--- config.mk ---
export PLATFORM = sky130hd
export DESIGN_NAME = alfo_core
export DESIGN_NICKNAME = d
export VERILOG_FILES = /design/src/design/alfo_alu.v /design/src/design/alfo_core.v
export VERILOG_INCLUDE_DIRS = /design/src /design/src/design
export SDC_FILE = /design/constraint.sdc
export NUM_CORES = 1
export LEC_CHECK = 0
export ABC_AREA = 1
export BUFFER_PORTS_ARGS = -buffer_cell sky130_fd_sc_hd__buf_2
export CAP_MARGIN = 20
export CORE_ASPECT_RATIO = 2
export CORE_MARGIN = 1
export CORE_UTILIZATION = 51
export CTS_CLUSTER_SIZE = 25
export DETAILED_ROUTE_END_ITERATION = 7
export PLACE_DENSITY = 0.79
export REMOVE_ABC_BUFFERS = 1
export SETUP_SLACK_MARGIN = 0.4
export SLEW_MARGIN = 25
export SYNTH_ARGS = -nofsm -noshare
export SYNTH_HDL_FRONTEND = slang
export SYNTH_SLANG_ARGS = --single-unit
--- constraint.sdc ---
create_clock -name clk -period 2.35 [get_ports clk]
set_input_delay 0.1175 -clock clk [delete_from_list [all_inputs] [get_ports clk]]
set_output_delay 0.1175 -clock clk [all_outputs]
set_load 0.05 [all_outputs]
--- src/design/alfo_defines.vh ---
// Constants for the add and literal/file execution datapath.
// Assumes a 14-bit instruction word and an 8-bit working register.
// Overview of operation
// - Literal add: W plus literal into W, flags.
// - Literal AND: W and literal, only zero updated.
// - Literal results go to W, never file.
// - File add: W plus addressed file, flags.
// - Destination clear: sum to W, file untouched.
// - Destination set: sum to file, W untouched.
`ifndef ALFO_DEFINES_VH
`define ALFO_DEFINES_VH

// Instruction word width and fields
`define ALFO_IW           14
`define ALFO_LIT_MSB      7
`define ALFO_ADDR_MSB     6
`define ALFO_DEST_BIT     7
// Opcode matches on instruction bits 13:8 (literal add ignores bit 8)
`define ALFO_OP_ADDLIT    5'h1f
`define ALFO_OP_ANDLIT    6'h39
`define ALFO_OP_ADDFILE   6'h07
// Reset values
`define ALFO_WORK_RST     8'h00
`define ALFO_FLAG_RST     1'b0
// Operation select codes for the arithmetic unit
`define ALFO_OPSEL_ADD    1'b0
`define ALFO_OPSEL_AND    1'b1

`endif

--- src/design/alfo_alu.v ---
// Combinational 8-bit add/AND unit with carry, digit carry and zero.
// Assumes the caller registers the results and picks which flags apply.
`timescale 1ns/10ps
`include "alfo_defines.vh"

module alfo_alu #(
  parameter W = 8
) (
  input  wire [W-1:0] op_a,
  input  wire [W-1:0] op_b,
  input  wire         opsel,
  output reg  [W-1:0] result,
  output reg          carry,
  output reg          digit_carry,
  output reg          zero
);

  reg [W:0] sum;   // Full sum with carry out
  reg [4:0] low;   // Low nibble sum with carry out

  // Compute result and flags
  always @* begin
    sum = {1'b0, op_a} + {1'b0, op_b};
    low = {1'b0, op_a[3:0]} + {1'b0, op_b[3:0]};
    if (opsel == `ALFO_OPSEL_AND) begin
      result = op_a & op_b;
    end else begin
      result = sum[W-1:0];
    end
    carry       = sum[W];
    digit_carry = low[4];
    zero        = (result == {W{1'b0}});
  end

endmodule

--- src/design/alfo_core.v ---
// Execution stage for literal add, literal AND and add work to file.
// Assumes instr_valid marks one instruction per cycle and that file_rdata
// already holds the register addressed by the instruction this cycle.
// Results, flags and the write port all appear one clock after the word;
// the register file itself lives outside and takes the write port.
`timescale 1ns/10ps
`include "alfo_defines.vh"

module alfo_core #(
  parameter W = 8
) (
  input  wire           clk,
  input  wire           rst_b,
  input  wire           instr_valid,
  input  wire [13:0]    instr,
  input  wire [W-1:0]   file_rdata,
  output reg  [W-1:0]   work,
  output reg            carry_flag,
  output reg            digit_carry_flag,
  output reg            zero_flag,
  output reg            file_we,
  output reg  [6:0]     file_waddr,
  output reg  [W-1:0]   file_wdata,
  output reg            instr_done
);

  // Instruction class codes, one bit per kind of word
  localparam [3:0] CLS_NONE     = 4'h1;  // Nothing recognised this cycle
  localparam [3:0] CLS_ADD_LIT  = 4'h2;  // Literal add
  localparam [3:0] CLS_AND_LIT  = 4'h4;  // Literal AND
  localparam [3:0] CLS_ADD_FILE = 4'h8;  // Add work to file

  wire         add_literal_to_work;    // Literal add decoded
  wire         and_literal_with_work;  // Literal AND decoded
  wire         add_work_to_file;       // File add decoded
  wire         dest_file;              // Destination bit of file add
  reg  [3:0]   instr_class;            // One-hot class of this word
  reg  [W-1:0] op_b;                   // Second operand
  wire         alu_opsel;              // Add or AND select
  wire [W-1:0] alu_result;             // Unit result
  wire         alu_c;                  // Carry out of bit 7
  wire         alu_digit;              // Carry out of bit 3
  wire         alu_z;                  // Result is zero

  // Next values of every output register
  reg  [W-1:0] next_work;              // Working register
  reg          next_carry_flag;        // Carry flag
  reg          next_digit_carry_flag;  // Digit carry flag
  reg          next_zero_flag;         // Zero flag
  reg          next_file_we;           // File write strobe
  reg  [6:0]   next_file_waddr;        // File write address
  reg  [W-1:0] next_file_wdata;        // File write data
  reg          next_instr_done;        // Completion pulse

  // Opcode decode. The literal add ignores bit 8 of the word, so both
  // of its encodings are taken; every other word is left alone.
  // literal add opcode
  assign add_literal_to_work   = instr_valid && (instr[13:9] == `ALFO_OP_ADDLIT);
  assign and_literal_with_work = instr_valid && (instr[13:8] == `ALFO_OP_ANDLIT);
  assign add_work_to_file      = instr_valid && (instr[13:8] == `ALFO_OP_ADDFILE);
  assign dest_file             = instr[`ALFO_DEST_BIT];

  // Pick literal or file register as second operand
  always @* begin
    if (add_work_to_file) begin
      op_b = file_rdata;
    end else begin
      op_b = instr[`ALFO_LIT_MSB:0];
    end
  end

  // AND only for the literal AND; every other word adds
  assign alu_opsel = and_literal_with_work ? `ALFO_OPSEL_AND : `ALFO_OPSEL_ADD;

  // Shared arithmetic unit
  alfo_alu #(
    .W (W)
  ) u_alu (
    .op_a        (work),
    .op_b        (op_b),
    .opsel       (alu_opsel),
    .result      (alu_result),
    .carry       (alu_c),
    .digit_carry (alu_digit),
    .zero        (alu_z)
  );

  // Word classification. The three opcodes differ in bits 13:8, so at
  // most one decode is true; the priority below only keeps the class
  // strictly one-hot for the case statement that follows.
  always @* begin
    if (add_literal_to_work) begin
      // Literal add, either encoding of bit 8
      instr_class = CLS_ADD_LIT;
    end else if (and_literal_with_work) begin
      // Literal AND
      instr_class = CLS_AND_LIT;
    end else if (add_work_to_file) begin
      // Add work to the addressed file register
      instr_class = CLS_ADD_FILE;
    end else begin
      // Unrecognised word or no valid word
      instr_class = CLS_NONE;
    end
  end

  // Next state of the working register, the flags and the write port.
  // Work, flags, address and data first hold and the strobes drop; only a
  // recognised word moves them, so a refused word leaves work, flags, address and data as they were.
  always @* begin
    // Hold by default
    next_work             = work;
    next_carry_flag       = carry_flag;
    next_digit_carry_flag = digit_carry_flag;
    next_zero_flag        = zero_flag;
    // Address and data keep the last write so a slow reader still sees it
    next_file_waddr       = file_waddr;
    next_file_wdata       = file_wdata;
    // Strobes are single-cycle pulses
    next_file_we          = 1'b0;
    next_instr_done       = 1'b0;
    case (instr_class)
      CLS_ADD_LIT: begin
        next_work             = alu_result;
        next_carry_flag       = alu_c;
        next_digit_carry_flag = alu_digit;
        next_zero_flag        = alu_z;
        next_file_we          = 1'b0;
        next_instr_done       = 1'b1;
      end
      CLS_AND_LIT: begin
        next_zero_flag        = alu_z;
        next_work             = alu_result;
        next_file_we          = 1'b0;
        next_instr_done       = 1'b1;
      end
      CLS_ADD_FILE: begin
        next_carry_flag       = alu_c;
        next_digit_carry_flag = alu_digit;
        next_zero_flag        = alu_z;
        next_instr_done       = 1'b1;
        if (dest_file) begin
          next_file_we        = 1'b1;
          next_file_waddr     = instr[`ALFO_ADDR_MSB:0];
          next_file_wdata     = alu_result;
        end else begin
          next_work           = alu_result;
        end
      end
      CLS_NONE: begin
        // Refused word: everything holds, no pulse
        next_instr_done       = 1'b0;
      end
      default: begin
        // Class never leaves the one-hot set; hold as above
        next_instr_done       = 1'b0;
      end
    endcase
  end

  // Working register; cleared by the synchronous reset
  always @(posedge clk) begin
    if (!rst_b) begin
      // Known operand for the first word after reset
      work <= `ALFO_WORK_RST;
    end else begin
      // Operand of the next word is the value left by this one
      work <= next_work;
    end
  end

  always @(posedge clk) begin
    if (!rst_b) begin
      // All flags start clear
      carry_flag       <= `ALFO_FLAG_RST;
      digit_carry_flag <= `ALFO_FLAG_RST;
      zero_flag        <= `ALFO_FLAG_RST;
    end else begin
      // Each flag only moves when its word updates it
      carry_flag       <= next_carry_flag;
      digit_carry_flag <= next_digit_carry_flag;
      zero_flag        <= next_zero_flag;
    end
  end

  // File write port: strobe, address and data leave from flip-flops, so
  // the register file sees no combinational path from the decode
  always @(posedge clk) begin
    if (!rst_b) begin
      // No write pending, address and data parked at zero
      file_we    <= 1'b0;
      file_waddr <= 7'h00;
      file_wdata <= {W{1'b0}};
    end else begin
      // Strobe for one cycle, address and data until the next write
      file_we    <= next_file_we;
      file_waddr <= next_file_waddr;
      file_wdata <= next_file_wdata;
    end
  end

  // Completion pulse, one cycle per recognised word
  always @(posedge clk) begin
    if (!rst_b) begin
      // Nothing completes during reset
      instr_done <= 1'b0;
    end else begin
      // Back-to-back words give back-to-back pulses
      instr_done <= next_instr_done;
    end
  end

endmodule

-- Word level (Yosys, flattened, before mapping)
Cells that the tools add are included.
- input bits: 25
- output and inout port bits: 28
- word-level logic and storage cells: 39
- bits in registers: 28
- equality and inequality tests: 7
- multiplexer cells: 10
- reduce and logical (&&, ||, !) cells: 11
- add/sub/neg operators: 2
- bitwise logic cells: 1
- operators with widths (kind ; count):
    8-bit 2-to-1 mux ; 3
    8-bit case mux with 2 select lines ; 1
    4-bit 2-to-1 mux ; 3
    8-bit by 8-bit adder with 9-bit output ; 1
    8-bit AND ; 1
    8-bit logical NOT ; 1
    6-bit by 3-bit == test with 1-bit output (second input constant) ; 1
    6-bit == test (second input constant) ; 1
    2-bit AND reduction ; 3
    4-bit by 4-bit adder with 5-bit output ; 1
    5-bit == test (second input constant) ; 1
    4-bit by 2-bit == test with 1-bit output (second input constant) ; 1
    4-bit by 3-bit == test with 1-bit output (second input constant) ; 1
    4-bit == test (second input constant) ; 1
    2-bit OR reduction ; 2
    1-bit logical AND ; 3
    1-bit 2-to-1 mux ; 3
    3-bit OR reduction ; 1
    2-bit != test (second input constant) ; 1
    2-bit nonzero test ; 1

-- Longest topological paths before layout
Gate-level depths: netlist (run 1).
- word-level depth: 9
- mapped depth: 20
- gate-level depth less buffers: 19

-- Hierarchy
Synthesis (run 1) repeated with hierarchy kept, for this count alone.
- cells, all modules: 317
- area, all modules: 1949.4 um^2
- modules (own cells, without submodules) (module ; sequential area each (um^2) ; times used ; cells an instance ; area each (um^2)):
    alfo_core ; 560.5 ; 1 ; 206 ; 1371.3
    alfo_alu ; 0.0 ; 1 ; 111 ; 578.1

-- Worst setup path after synthesis (run 1)
OpenSTA, ideal clock, no wires.
- path type: input to register
- start point: input port instr[8]
- end point: register zero_flag
- library setup time: 114 ps
- setup slack: 229 ps
- stages: 19
- arrival: 2007 ps
- buffers on the path: 1
- data required time: 2236 ps
- cell sequence: nand2_2 > nor2_1 > nand2_1 > buf_4 > inv_2 > nand2_1 > nand2_1 > ha_1 > fa_1 > nand2_1 > nand2_1 > nand3_1 > nand2_1 > nand2_1 > nand3_1 > nand4_1 > nor2_1 > nor2_1 > nor2_1
- cells in the longest elaborated chain, start to end: 7
- elaborated cells on any way between the ends: 17
- those cells by class: 1 x add/sub; 5 x eq/ne; 6 x mux; 1 x bitwise; 4 x reduce/logical
- RTL lines (element ; line ; source):
    from (decl) ; alfo_core.v:15 ; input wire [13:0] instr,
    branches (longest 7 deep; another with 8-bit by 8-bit adder with 9-bit output) ; n/a ;
    to (signal assigned) ; alfo_core.v:177 ; zero_flag <= `ALFO_FLAG_RST;
    to (signal assigned) ; alfo_core.v:182 ; zero_flag <= next_zero_flag;
    to (decl) ; alfo_core.v:20 ; output reg zero_flag,
Parallel ways; which one is timed is not known.
A chain may end at the register's enable or synchronous reset.

-- Worst setup path in the final report (run 1)
- start point: input port instr[11]
- end point: register zero_flag
The elaborated chain is that of the path after synthesis.

==> results of run 1 <==
worst max-delay path: stages:
cell	delay, ns
buf_6	0.09
inv_2	0.04
nand2_2	0.04
nor2_2	0.10
nand2_2	0.13
nand2_2	0.10
nand2_2	0.06
ha_4	0.17
fa_2	0.39
xnor2_1	0.15
nand2_1	0.08
nand2_2	0.10
nand3_2	0.07
nor2_2	0.11
nand3_1	0.08
nor2_1	0.12
nor2_1	0.05
nor2_1	0.08
cells in the final DEF, fill, tap and decap left out, types with 2 or more instances in the layout:
master	instances
dfxtp_1	28
a31oi_1	2
nand2_1	53
buf_4	7
a21oi_1	11
nor2_1	28
nor2_4	2
clkbuf_8	3
o21ai_0	10
nand2_2	17
ha_1	3
o21ai_2	2
inv_2	10
nand3_1	17
buf_2	50
ha_4	5
nor2_2	2
nand3_2	5
buf_6	2
o211ai_1	8
inv_1	26
o21ai_1	7
a21oi_2	2
sequential cells by signal (all words and copies together), names as in the netlist:
signal and cells:
file_wdata 8, zero_flag 1, carry_flag 1, instr_done 1, work 8, file_we 1, file_waddr 7, digit_carry_flag 1
power by group:
part           leakage, nW  switching [W]  internal, W  total (W)
Clock               0.0357       0.000161     0.000228   0.000389
Sequential           0.226     0.00000466     0.000479   0.000484
Combinational        0.999       0.000113    0.0000739   0.000187
per-layer routing:
layer / share of wire / GRT usage / up-vias / wire (um)
met5: 0 / 0 / - / 0
met4: 0.043 / 0.124 / 0 / 194
met3: 0.033 / 0.0151 / 17 / 152
met2: 0.56 / 0.471 / 54 / 2570
met1: 0.36 / 0.259 / 838 / 1650
li1: - / - / 927 / -
what timing repair did:
action,CTS,global route
pin swaps,0,18
setup buffers,0,4
gates cloned,0,0
gates resized for setup,2,29
setup endpoints to repair,1,8
layout make-up:
class | instances | share of cell area
Multi-Input combinational cell | 183 | 0.488
Sequential cell | 28 | 0.249
Timing Repair Buffer | 60 | 0.151
Inverter | 37 | 0.0628
Clock buffer | 3 | 0.0183
Tap cell | 31 | 0.0172
Clock inverter | 1 | 0.0133
metrics by stage:
stage	hold slack (ns)	util	setup WS [ns]	cell area, um^2	total power (W)
2_1_floorplan	0.215	-	0.0600	1680	0.000596
3_3_place_gp	0.360	0.629	0.0406	2010	0.000646
3_5_place_dp	0.363	0.629	0.0271	2010	0.000647
4_1_cts	0.0754	0.653	0.413	2090	0.00103
5_1_grt	0.0893	0.705	0.308	2250	0.00109
6_report	0.0714	0.705	0.468	2250	0.00106
worst paths after layout:
kind	startpoint	depth (start not counted)	endpoint
worst min-delay path	instr[4]	3	file_waddr[4]
worst max-delay path	instr[11]	18	zero_flag
worst max register to register	work[0]	11	zero_flag
worst min register to register	file_wdata[0]	2	file_wdata[0]
kinds of logic after synthesis:
logic type | synth area share
flops | 0.324
compound gates | 0.143
simple gates | 0.350
buf+inv | 0.109
xor+xnor | 0.00507
fa+ha+maj | 0.0695
==> run metrics, run 1 <==
total gr overflow 0; Final nets 347; CP endpoint kind register; #FFs+latches synth 28; Pre-antenna DRT Iters 4; GP Congestion 0.891; num rows 29; leading area contributor after synthesis dfxtp_1; fin cells 343; peak supply drop 0.527 mV; placed insts 335; Top Ports 53; drt total wl 4.56 mm; Post-synth EDFFs 0; post-synth cell types 29; GRT Overall Usage 0.249; fin. max-slew vios 0; mapped cell area 0.00173 mm^2; ant diodes 0; ANT nets after route 0; Post-synth top cells 64 x nand2_1, 29 x nor2_1, 28 x dfxtp_1, 28 x inv_1, 20 x nand3_1; Post-CTS Hold Buffers 0; startpoint types input port; Syn Inst Count 255; 1st-iter DRT viols 60; r2r setup slk 0.50 ns; Synth Flop Type dfxtp_1; sum of negative setup slack 0 ns; status completed; Fill cells 270; Rel. slew slack 0.692; post-layout minimum cycle time 1.88 ns; routed vias 1836; multi-input logic area 0.00110 mm^2; Core ar. 0.00319 mm^2; Clk Latency, worst-skew pair 0.28 ns; area growth from synthesis to layout 30.2%; total CTS buffers 3; clock skew 0.00377 ns; vias in the first global route 1711; Avg Vias per Cell 5.35; proportion of layout cells with a drive suffix above 1 0.365; DIE AREA 0.00364 mm^2; Power Density 471 mW/mm^2; pin count of the biggest net entering global routing 26; drc violations 0; Setup Crit Path Kind in -> reg; Least-Margin Pin Slew 0.462 ns; CP required 2.57 ns; die height 84.3 um; first-pass GRT wire length 7.20 mm; clock root cell clkbuf_8; RSZ-0062 raised after global routing true; Final Hold Violating Endpoints 0; CTS max path bufs 2; CTS HTree Levels 1; leak pwr 1.26 nW; CTS tree yes; most common cell in the netlist nand2_1; max-cap violations 0; Max Clock Freq 531 MHz; mean post-synth cell area 6.78 um^2; Synth warnings 0; Post-DP HPWL 3.31 mm; Initial Util 0.542; register area 561 um^2; Worst-path clk slew 0.10 ns; largest fanout on the critical path 5; Final Setup Violations 0; Async SR Flop Fraction 0; Arr. time, crit path 2.10 ns; DIE WIDTH 43.2 um; Seq/Total Area, Yosys 0.324; clock sink count 28; routed len/inst 13.3 um; Min-Delay Path Class in -> reg; initial antenna violation count 0; fin crit share 0.801; Synth top area share 0.324; I/O Buffers 52; largest cells by area after synthesis dfxtp_1 32%, nand2_1 14%, nor2_1 6.3%
Note: power is estimated with default switching activity, not from simulation.
==> run 2: changes to the inputs <==
clock period = 1.8 ns   (was 2.35 ns; I/O delays follow)
==> run metrics, run 2 (same netlist as run 1, synthesis figures left out) <==
initial antenna violation count 0; drc violations 0; RSZ-0062 raised after global routing true; Final Hold Violating Endpoints 0; CTS tree yes; Worst-path clk slew 0.11 ns; proportion of layout cells with a drive suffix above 1 0.468; Power Density 571 mW/mm^2; failing checks negative setup slack; area growth from synthesis to layout 46.3%; Final Setup Violations 2; drt total wl 5.56 mm; Post-CTS Hold Buffers 0; final hold slack 0.0343 ns; Min-Delay Path Class in -> reg; total gr overflow 0; Least-Margin Pin Slew 0.476 ns; vias in the first global route 1957; commonest non-fill, non-tap cell in the layout buf_2; DIE AREA 0.00364 mm^2; GRT Overall Usage 0.289; fin crit share 1.05; routed vias 2043; Pre-antenna DRT Iters 4; pin count of the biggest net entering global routing 26; Post-DP HPWL 3.45 mm; clock sink count 28; CP endpoint kind register; first-pass GRT wire length 8.26 mm; max-cap violations 0; peak supply drop 0.715 mV; largest fanout on the critical path 5; CTS HTree Levels 1; Max Clock Freq 529 MHz; Avg Vias per Cell 5.68; DIE WIDTH 43.2 um; leak pwr 1.37 nW; startpoint types input port; sum of negative setup slack -0.116 ns; Core ar. 0.00319 mm^2; GP Congestion 0.930; Setup Crit Path Kind in -> reg; Initial Util 0.542; Final nets 364; Largest regs file_wdata: 8 flops, work: 8 flops, file_waddr: 7 flops; status finished with violations; CP required 1.99 ns; most frequent cells in the layout 50 x buf_2, 43 x nand2_1, 27 x nor2_1, 26 x dfxtp_1, 25 x inv_1; 1st-iter DRT viols 71; Clk Latency, worst-skew pair 0.29 ns; total CTS buffers 3; Rel. slew slack 0.682; ant diodes 0; post-layout minimum cycle time 1.89 ns; die height 84.3 um; I/O Buffers 52; Top Ports 53; worst setup margin -0.0886 ns; num rows 29; fin. max-slew vios 0; Arr. time, crit path 2.07 ns; clock skew 0.0110 ns; CTS max path bufs 2; clock root cell clkbuf_8; ANT nets after route 0; routed len/inst 15.4 um
[run 2: routing by layer]
metal / track usage / vias to the layer above / wire [um]
met5: 0 / - / 0
met4: 0.174 / 0 / 274
met3: 0.0344 / 25 / 244
met2: 0.525 / 93 / 3050
met1: 0.295 / 959 / 1990
li1: - / 966 / -
[run 2: final timing paths]
path / startpoint / endpoint / slack, ns / cells after the start
worst max-delay path: instr[9] / zero_flag / -0.09 / 19
worst min-delay path: instr[4] / file_waddr[4] / 0.03 / 3
worst max register to register: work[0] / zero_flag / -0.07 / 12
worst min register to register: file_wdata[2] / file_wdata[2] / 0.47 / 1
[run 2: final cells by class]
type                            instances  area (um^2)
Multi-Input combinational cell        183         1230
Fill cell                             234          663
Sequential cell                        28          563
Clock inverter                          1         30.0
Inverter                               37          144
Tap cell                               31         38.8
Timing Repair Buffer                   77          483
Clock buffer                            3         41.3
[run 2: repair_timing]
| item | in CTS | in global routing |
|---|---|---|
| gates cloned | 0 | 0 |
| pin swaps | 9 | 20 |
| buffers inserted | 3 | 3 |
| gates resized for setup | 38 | 31 |
| setup endpoints to repair | 16 | 17 |
[run 2: per-stage QoR]
stage	utilization	instance area [um^2]	total power (W)	std cells	setup WS [ns]
after detailed placement	0.665	2120	0.000871	350	-0.396
after global routing	0.792	2530	0.00148	360	-0.215
final	0.792	2530	0.00144	360	-0.0886
after floorplan	-	1680	0.000778	248	-0.462
after CTS	0.752	2400	0.00141	357	0.00957
after global placement	0.665	2120	0.000867	350	-0.322
[run 2: power breakdown]
group	leakage, nW	internal (W)	switching, W	total (W)
clock	0.0357	0.000298	0.000215	0.000514
combinational	1.10	0.000122	0.000177	0.000299
sequential	0.227	0.000626	0.00000635	0.000632
total	1.37	0.00105	0.000399	0.00144
[run 2: worst max-delay path, stage by stage]
cell and delay (ns):
buf_2 0.11, nand2_1 0.10, nor2_4 0.05, nand2_4 0.11
inv_4 0.06, nand2_2 0.06, nand2_2 0.06, ha_4 0.16
fa_2 0.38, nand2_2 0.11, nand2_4 0.08, nand3_4 0.10
nand2_2 0.06, o21ai_2 0.21, nor2_2 0.05, nand3_1 0.07
nor2_1 0.05, nor2_1 0.09, nor2_1 0.06
